==> src/hdl/io_status_pkg.sv <==
// constants and carrier types for the i/o status and maintenance block
package io_status_pkg;
  // ---------------------------------------------------------------
  // word layout
  // ---------------------------------------------------------------
  localparam int WORD_W = 16;
  localparam int BIT_FWD = 0;
  localparam int BIT_BWD = 1;
  localparam int BIT_GEN0 = 2;
  localparam int GEN_N = 5;
  localparam int BIT_TR0 = 0;
  localparam int TR_N = 3;
  localparam int BIT_AUX = 4;
  localparam int BIT_ALM = 8;
  localparam int BIT_LFWD = 13;
  localparam int BIT_LBWD = 14;
  localparam int BIT_LRST = 15;
  localparam logic [15:0] HOURS_MAX = 16'hffff;
  localparam logic [15:0] WORD_RST = 16'h0000;
  localparam logic [7:0] PEAK_RST = 8'h00;
  localparam int CAP_SHIFT = 8; // weighted accum fraction bits
  localparam logic [7:0] PCT_FULL = 8'h64;
  localparam logic [2:0] PAGE_LAST = 3'h5;
  // ---------------------------------------------------------------
  // types
  // ---------------------------------------------------------------
  typedef enum logic [1:0] {
    MODE_RUN = 2'b00,
    MODE_MENU = 2'b01,
    MODE_IOCHK = 2'b10
  } kp_mode_t;
  typedef struct packed {
    logic forward_run_input;
    logic bwd;
    logic [4:0] gen;
  } term_in_t;
  typedef struct packed {
    logic [2:0] trans;
    logic aux;
    logic alm;
  } term_out_t;
  typedef struct packed {
    logic [7:0] int_temp;
    logic [7:0] hs_temp;
    logic [7:0] rms_cur;
  } peaks_t;
endpackage

==> src/hdl/io_status_word_and_maintenance_counters.sv <==
// status word packer, hour counters and hourly peak capture
module io_status_word_and_maintenance_counters (
  input wire logic ref_clk_i,
  input wire logic rst_b_i,
  input wire io_status_pkg::term_in_t term_in_i,
  input wire io_status_pkg::term_out_t term_out_i,
  input wire io_status_pkg::term_in_t link_in_i,
  input wire logic link_forward_command_i,
  input wire logic link_backward_command_i,
  input wire logic link_reset_command_i,
  input wire logic link_command_word_setting_i,
  input wire logic motor_running_i,
  input wire logic cap_under_voltage_i,
  input wire logic [7:0] env_coeff_i,
  input wire io_status_pkg::peaks_t sample_i,
  input wire logic [15:0] bus_cap_now_i,
  input wire logic [15:0] bus_cap_ship_i,
  input wire logic hour_tick_i,
  input wire logic key_up_i,
  input wire logic key_down_i,
  input wire logic key_prog_i,
  input wire logic key_reset_i,
  output logic [15:0] terminal_input_word_o,
  output logic [15:0] terminal_output_word_o,
  output logic [15:0] link_input_word_o,
  output logic [9:0] link_segments_o,
  output logic link_hex_view_o,
  output logic [15:0] power_on_hours_o,
  output logic [15:0] motor_run_hours_o,
  output logic [15:0] board_electrolytic_hours_o,
  output io_status_pkg::peaks_t hourly_peaks_o,
  output logic [7:0] bus_cond_health_pct_o,
  output io_status_pkg::kp_mode_t kp_mode_o,
  output logic [2:0] io_page_o
);
  // ---------------------------------------------------------------
  // reset release
  // ---------------------------------------------------------------
  logic rst_m_q;
  logic rst_b_q;
  always_ff @(posedge ref_clk_i or negedge rst_b_i) begin
    if (!rst_b_i) begin
      rst_m_q <= 1'b0;
      rst_b_q <= 1'b0;
    end else begin
      rst_m_q <= 1'b1;
      rst_b_q <= rst_m_q;
    end
  end

  // ---------------------------------------------------------------
  // pin synchronisers
  // ---------------------------------------------------------------
  // terminal pins are asynchronous; the link and keys come from logic
  localparam int SYNC_W = 12;
  logic [SYNC_W-1:0] sync_m_q;
  logic [SYNC_W-1:0] sync_q;
  always_ff @(posedge ref_clk_i or negedge rst_b_q) begin
    if (!rst_b_q) begin
      sync_m_q <= '0;
      sync_q <= '0;
    end else begin
      sync_m_q <= {term_in_i, term_out_i};
      sync_q <= sync_m_q;
    end
  end
  io_status_pkg::term_in_t tin;
  io_status_pkg::term_out_t tout;
  assign tin = sync_q[11:5];
  assign tout = sync_q[4:0];

  // ---------------------------------------------------------------
  // word packing
  // ---------------------------------------------------------------
  function automatic logic [15:0] pack_in(io_status_pkg::term_in_t s);
    logic [15:0] w;
    w = io_status_pkg::WORD_RST; // unmapped bits zero
    w[io_status_pkg::BIT_FWD] = s.forward_run_input;
    w[io_status_pkg::BIT_BWD] = s.bwd;
    for (int i = 0; i < io_status_pkg::GEN_N; i++) begin
      w[io_status_pkg::BIT_GEN0 + i] = s.gen[i];
    end
    return w;
  endfunction

  logic [15:0] out_w;
  always_comb begin
    out_w = io_status_pkg::WORD_RST;
    for (int i = 0; i < io_status_pkg::TR_N; i++) begin
      out_w[io_status_pkg::BIT_TR0 + i] = tout.trans[i];
    end
    out_w[io_status_pkg::BIT_AUX] = tout.aux;
    out_w[io_status_pkg::BIT_ALM] = tout.alm;
  end

  logic [15:0] link_w;
  always_comb begin
    // link bits taken as sent, active high, never inverted
    link_w = pack_in(link_in_i);
    link_w[io_status_pkg::BIT_LFWD] = link_forward_command_i;
    link_w[io_status_pkg::BIT_LBWD] = link_backward_command_i;
    link_w[io_status_pkg::BIT_LRST] = link_reset_command_i;
  end

  // words refreshed every cycle, terminal words three cycles behind the pins, link word one cycle behind its inputs
  always_ff @(posedge ref_clk_i or negedge rst_b_q) begin
    if (!rst_b_q) begin
      terminal_input_word_o <= io_status_pkg::WORD_RST;
      terminal_output_word_o <= io_status_pkg::WORD_RST;
      link_input_word_o <= io_status_pkg::WORD_RST;
    end else begin
      terminal_input_word_o <= pack_in(tin);
      terminal_output_word_o <= out_w;
      link_input_word_o <= link_w;
    end
  end

  // segment or hex presentation for link commands
  always_ff @(posedge ref_clk_i or negedge rst_b_q) begin
    if (!rst_b_q) begin
      link_hex_view_o <= 1'b0;
      link_segments_o <= '0;
    end else begin
      link_hex_view_o <= link_command_word_setting_i;
      // segments blank in hex view so only one form is shown
      link_segments_o <= link_command_word_setting_i ? 10'h000 :
        {link_w[15:13], link_w[6:0]};
    end
  end

  // ---------------------------------------------------------------
  // hour counters
  // ---------------------------------------------------------------
  always_ff @(posedge ref_clk_i or negedge rst_b_q) begin
    if (!rst_b_q) begin
      power_on_hours_o <= io_status_pkg::WORD_RST;
    end else if (hour_tick_i) begin
      power_on_hours_o <= power_on_hours_o + 16'h0001; // wraps
    end
  end

  always_ff @(posedge ref_clk_i or negedge rst_b_q) begin
    if (!rst_b_q) begin
      motor_run_hours_o <= io_status_pkg::WORD_RST;
    end else if (hour_tick_i && motor_running_i) begin
      motor_run_hours_o <= motor_run_hours_o + 16'h0001;
    end
  end

  // weighted hours kept with fraction bits; coefficient 8'h100 scale
  logic [23:0] cap_acc_q;
  logic [24:0] cap_sum;
  assign cap_sum = {1'b0, cap_acc_q} + {17'h00000, env_coeff_i};
  always_ff @(posedge ref_clk_i or negedge rst_b_q) begin
    if (!rst_b_q) begin
      cap_acc_q <= '0;
    end else if (hour_tick_i && cap_under_voltage_i) begin
      // saturate instead of wrapping: life figure must never look young
      cap_acc_q <= cap_sum[24] ? 24'hffffff : cap_sum[23:0];
    end
  end
  always_ff @(posedge ref_clk_i or negedge rst_b_q) begin
    if (!rst_b_q) begin
      board_electrolytic_hours_o <= io_status_pkg::WORD_RST;
    end else begin
      board_electrolytic_hours_o <=
        cap_acc_q[io_status_pkg::CAP_SHIFT +: 16];
    end
  end

  // ---------------------------------------------------------------
  // hourly peaks
  // ---------------------------------------------------------------
  io_status_pkg::peaks_t run_q;
  always_ff @(posedge ref_clk_i or negedge rst_b_q) begin
    if (!rst_b_q) begin
      run_q <= '0;
      hourly_peaks_o <= '0;
    end else if (hour_tick_i) begin
      // publish the finished hour, this sample included, and restart from zero
      hourly_peaks_o.int_temp <= (sample_i.int_temp > run_q.int_temp) ?
        sample_i.int_temp : run_q.int_temp;
      hourly_peaks_o.hs_temp <= (sample_i.hs_temp > run_q.hs_temp) ?
        sample_i.hs_temp : run_q.hs_temp;
      hourly_peaks_o.rms_cur <= (sample_i.rms_cur > run_q.rms_cur) ?
        sample_i.rms_cur : run_q.rms_cur;
      run_q <= '0;
    end else begin
      if (sample_i.int_temp > run_q.int_temp)
        run_q.int_temp <= sample_i.int_temp;
      if (sample_i.hs_temp > run_q.hs_temp)
        run_q.hs_temp <= sample_i.hs_temp;
      if (sample_i.rms_cur > run_q.rms_cur)
        run_q.rms_cur <= sample_i.rms_cur;
    end
  end

  // ---------------------------------------------------------------
  // capacitor health
  // ---------------------------------------------------------------
  // coarse divide: saturates at 8'hff, zero when shipment value unknown
  logic [22:0] cap_scaled;
  logic [22:0] cap_pct;
  assign cap_scaled = {7'h00, bus_cap_now_i} * 23'h000064;
  assign cap_pct = (bus_cap_ship_i == 16'h0000) ? 23'h000000 :
    cap_scaled / {7'h00, bus_cap_ship_i};
  always_ff @(posedge ref_clk_i or negedge rst_b_q) begin
    if (!rst_b_q) begin
      bus_cond_health_pct_o <= io_status_pkg::PCT_FULL;
    end else begin
      bus_cond_health_pct_o <= (cap_pct > 23'h0000ff) ? 8'hff :
        cap_pct[7:0];
    end
  end

  // ---------------------------------------------------------------
  // keypad mode and i/o check pages
  // ---------------------------------------------------------------
  always_ff @(posedge ref_clk_i or negedge rst_b_q) begin
    if (!rst_b_q) begin
      kp_mode_o <= io_status_pkg::MODE_RUN;
      io_page_o <= 3'h0;
    end else begin
      case (kp_mode_o)
        io_status_pkg::MODE_RUN: begin
          if (key_prog_i) kp_mode_o <= io_status_pkg::MODE_MENU;
        end
        io_status_pkg::MODE_MENU: begin
          if (key_reset_i) kp_mode_o <= io_status_pkg::MODE_RUN;
          else if (key_prog_i) begin
            kp_mode_o <= io_status_pkg::MODE_IOCHK;
            io_page_o <= 3'h0;
          end
        end
        io_status_pkg::MODE_IOCHK: begin
          if (key_reset_i) begin
            kp_mode_o <= io_status_pkg::MODE_MENU;
          end else if (key_up_i) begin
            io_page_o <= (io_page_o == io_status_pkg::PAGE_LAST) ? 3'h0 :
              io_page_o + 3'h1;
          end else if (key_down_i) begin
            io_page_o <= (io_page_o == 3'h0) ? io_status_pkg::PAGE_LAST :
              io_page_o - 3'h1;
          end
        end
        default: kp_mode_o <= io_status_pkg::MODE_RUN;
      endcase
    end
  end

  // ---------------------------------------------------------------
  // assertions
  // ---------------------------------------------------------------
  a_in_fwd_bit: assert property (
    @(posedge ref_clk_i) disable iff (!rst_b_q)
    $past(rst_b_q, 3) |-> terminal_input_word_o[0] == $past(term_in_i.forward_run_input, 3))
    else $error("forward bit wrong");
  a_in_unmapped: assert property (
    @(posedge ref_clk_i) disable iff (!rst_b_q)
    terminal_input_word_o[15:7] == 9'h000)
    else $error("input unmapped bits set");
  a_out_unmapped: assert property (
    @(posedge ref_clk_i) disable iff (!rst_b_q)
    (terminal_output_word_o & 16'hfee8) == 16'h0000)
    else $error("output unmapped bits set");
  a_alarm_bit: assert property (
    @(posedge ref_clk_i) disable iff (!rst_b_q)
    $past(rst_b_q, 3) |->
    terminal_output_word_o[8] == $past(term_out_i.alm, 3))
    else $error("alarm bit wrong");
  a_link_fwd: assert property (
    @(posedge ref_clk_i) disable iff (!rst_b_q)
    $past(rst_b_q) |->
    link_input_word_o[13] == $past(link_forward_command_i))
    else $error("link forward bit wrong");
  a_hours_wrap: assert property (
    @(posedge ref_clk_i) disable iff (!rst_b_q)
    hour_tick_i && power_on_hours_o == 16'hffff |=> power_on_hours_o == 16'h0)
    else $error("power hours did not wrap");
  a_motor_hold: assert property (
    @(posedge ref_clk_i) disable iff (!rst_b_q)
    !(hour_tick_i && motor_running_i) |=> $stable(motor_run_hours_o))
    else $error("motor hours moved");
  a_cap_sat: assert property (
    @(posedge ref_clk_i) disable iff (!rst_b_q)
    cap_acc_q == 24'hffffff |=> cap_acc_q == 24'hffffff)
    else $error("capacitor hours wrapped");
  a_peak_clear: assert property (
    @(posedge ref_clk_i) disable iff (!rst_b_q)
    hour_tick_i |=> run_q == '0)
    else $error("peak not cleared");
  a_page_range: assert property (
    @(posedge ref_clk_i) disable iff (!rst_b_q)
    io_page_o <= io_status_pkg::PAGE_LAST)
    else $error("page out of range");
  c_hour_tick: cover property (@(posedge ref_clk_i) disable iff (!rst_b_q)
    hour_tick_i && motor_running_i);
  c_io_check: cover property (@(posedge ref_clk_i) disable iff (!rst_b_q)
    kp_mode_o == io_status_pkg::MODE_IOCHK && io_page_o == 3'h5);
  c_hex_view: cover property (@(posedge ref_clk_i) disable iff (!rst_b_q)
    link_hex_view_o && link_input_word_o[14]);
endmodule // io_status_word_and_maintenance_counters

==> config.mk <==
export PLATFORM = sky130hd
export DESIGN_NAME = io_status_word_and_maintenance_counters
export DESIGN_NICKNAME = d
export VERILOG_FILES = /design/src/hdl/io_status_pkg.sv /design/src/hdl/io_status_word_and_maintenance_counters.sv
export SDC_FILE = /design/constraint.sdc
export NUM_CORES = 1
export LEC_CHECK = 0
export BUFFER_PORTS_ARGS = -buffer_cell sky130_fd_sc_hd__buf_2
export CORE_MARGIN = 4
export CORE_UTILIZATION = 35
export DETAILED_ROUTE_END_ITERATION = 8
export HOLD_SLACK_MARGIN = 0.1
export SLEW_MARGIN = 20
export SYNTH_ARGS = -nofsm -noshare
export SYNTH_HDL_FRONTEND = slang
export SYNTH_SLANG_ARGS = --single-unit
==> constraint.sdc <==
create_clock -name ref_clk_i -period 6.9 [get_ports ref_clk_i]
set_input_delay 1.38 -clock ref_clk_i [delete_from_list [all_inputs] [get_ports ref_clk_i]]
set_output_delay 1.38 -clock ref_clk_i [all_outputs]
set_load 0.02 [all_outputs]
==> impl_results.md <==
- Final worst setup slack: -47,560 ps
- Final setup fails: 8
- Max_cap viols: 0
- Post-Layout Cell Count: 6,521
- Chip Width: 291 um
- Total die area: 0.0846 mm2
- Req. time, crit path: 7240 ps
- Layout cells sized above 1: 0.447
- Vias per std cell: 5.27
- CTS Sinks: 192
- Core region area: 0.0791 mm2
- Final hold vios: 0
- Total track usage: 0.242
- Post-placement cell count: 6,121
- P&R area growth vs syn: 64.3%
- Number of global-route vias before repair: 33,400
- R2R Setup Slk: 3620 ps
- Clock latency on the worst-skew pair: 490 ps
- FF-to-FF Start: cap_acc_q[0]
- CP max stage cell: fa_1
- Crit. Startpoint: bus_cap_now_i[9]
- Fin nets: 5,906
- Worst setup EP type: register
- Min-delay src: sync_m_q[10]
- Ys async rst share: 1.00
- Fillers: 6,954
- IO Count: 240
- Crit-path max FO: 7
- Tmin final: 54,460 ps
- Unrepaired setup endpoints after global routing: true
- Final worst path period share: 7.89
- Std cell rows: 103
- Violations in the final reports: setup timing
- Drt wl/cell: 16.8 um
- Worst-path clk slew: 110 ps
- Number of enable flip-flop cells after synthesis: 0
- Pre-Repair DR Iteration Count: 5
- Seq/Total Area, Yosys: 0.172
- Main flop type after synthesis: dfrtp_1
- Slew Viols, Final: 0
- Gr ovfl total: 0
- # port buffers: 213
- Setup TNS Final: -307,700 ps
- Worst min-delay path class: register to register
- Max frequency: 18.4 MHz
- Gpl congestion: 0.952
- Cell Area, Synth: 0.0280 mm2
- Yosys reg bits: 192
- Crit path largest cell delay: 550 ps
- Final antenna-violating net count: 0
- Root Driver: clkbuf_16
- H-tree levels: 4
- Status: complete, but fails checks
- DR iter-0 viols: 2,069
- Largest net degree at the start of global routing: 82
- Actual slew at the worst max-slew pin: 1040 ps
- Initial core utilization: 0.354
- Antenna violations before repair: 1
- Synth Instances: 3,647
- Crit Path Class: input port to register
- Die Span Y: 291 um
- Diode count: 0
- First-pass GRT wire length: 170,000 um
- DRC viols: 0
- CTS Buf Count: 17
- Hold Crit Depth: 0
- Dpl hpwl: 82,400 um
- Yosys warnings: 0
- Unique masters post-synth: 129
- Vias: 34,300
- Synthesized area per cell: 7.68 um2
- WP data arrival: 54,800 ps
- Most frequent cells in the layout: buf_4 (1,618), nor2_1 (308), nand2_1 (296)
- Cell depth of the worst flop-to-flop path: 15
- RR Endpoint: cap_acc_q[11]
- Rel. slew slack: 0.300
- CTS tree: done
- Hold endpoint: sync_q[10]
- WL final: 110,000 um
- Worst hold slack: 342 ps
- Final design utilization: 0.582
- Worst setup SP type: input port
- Clock buffer depth: 2
- Worst clock skew: 26.4 ps
- Commonest non-fill, non-tap cell in the layout: buf_4
- Most frequent CP cell: a21o_1
-- stage by stage --
stage | area (um2) | worst slack, ps
floorplan | 29200 | -48720
global placement | 40500 | -47940
detailed placement | 40500 | -49160
CTS | 44400 | -46300
global route | 46000 | -50680
finish | 46000 | -47560
-- kinds of logic (layout without fill, tap and decap cells) --
logic type	count (synthesis)	after routing	synth area share
compound gates	1068	1068	0.250
flops	192	192	0.172
mux	107	107	0.0422
other cells	2	27	0.000268
xor+xnor	275	275	0.0873
simple gates	1342	1342	0.242
buf+inv	308	2107	0.0459
fa+ha+maj	353	353	0.161
-- cells in the mapped netlist (all sizes together), types with 33 or more instances --
master,count,share of area
nand2,326,0.044
inv,192,0.026
a21oi,309,0.056
and3,52,0.012
and2,49,0.011
nor3,121,0.023
nor2b,61,0.014
ha,339,0.15
clkbuf,68,0.0091
a21o,110,0.029
a31oi,33,0.0076
dfrtp,189,0.17
o21a,80,0.021
xnor2,182,0.057
xor2,93,0.030
mux2,59,0.024
o21ai,245,0.044
mux2i,48,0.018
nand2b,75,0.017
nand3,99,0.018
nor2,345,0.047
buf,47,0.011
nand4,58,0.013
o31ai,56,0.016
-- worst max-delay path: cells and delay by family --
| family | cells | cell delay [ps] |
|---|---|---|
| compound gates | 156 | 23440 |
| simple gates | 106 | 15190 |
| fa+ha+maj | 26 | 7630 |
| buf+inv | 33 | 4000 |
| xor+xnor | 10 | 1740 |
| mux | 5 | 1330 |
-- area by class of cell --
type,instances,area (um2),area share
multi-input cells,3172,24600,0.534
clock buffers,17,425,0.00924
repair buffers,1882,13900,0.302
inverters,193,729,0.0158
well taps,1050,1310,0.0285
flip-flops and latches,192,4810,0.105
clock inverters,15,231,0.00503
-- sequential cells by signal, summed over array words and instances (netlist names) --
| signal | flops |
|---|---|
| link_segments_o | 10 |
| hourly_peaks_o | 24 |
| sync_m_q | 12 |
| sync_q | 12 |
| link_hex_view_o | 1 |
| motor_run_hours_o | 16 |
| kp_mode_o | 2 |
| rst_b_q | 1 |
| run_q | 24 |
| bus_cond_health_pct_o | 8 |
| rst_m_q | 1 |
| io_page_o | 3 |
| board_electrolytic_hours_o | 16 |
| terminal_output_word_o | 5 |
| power_on_hours_o | 16 |
| cap_acc_q | 24 |
| link_input_word_o | 10 |
| terminal_input_word_o | 7 |
-- metal layers --
layer / vias to the layer above / wire (um) / global-route usage
met5: - / 8 / 0
met1: 16300 / 49600 / 0.326
met3: 209 / 5280 / 0.0267
met4: 2 / 3600 / 0.0728
met2: 959 / 51200 / 0.409
li1: 16900 / - / -
-- repair_timing --
action,4_1_cts,5_1_grt
gates resized for setup,265,196
endpoints found under the setup margin,8,8
hold buffers,0,0
gates cloned,5,0
pin swaps,241,235
buffers inserted,267,105
-- worst max-delay path by stage --
stage	slack, ps	endpoint
6_report	-47560	bus_cond_health_pct_o[0]
5_1_grt	-50680	bus_cond_health_pct_o[0]
4_1_cts	-46300	bus_cond_health_pct_o[0]
3_5_place_dp	-49160	bus_cond_health_pct_o[0]
3_3_place_gp	-47940	bus_cond_health_pct_o[0]
2_1_floorplan	-48720	bus_cond_health_pct_o[0]
Power is left out: the tool's default activity adds up to more than one toggle a clock period on the data nets, which glitch-free logic cannot reach.
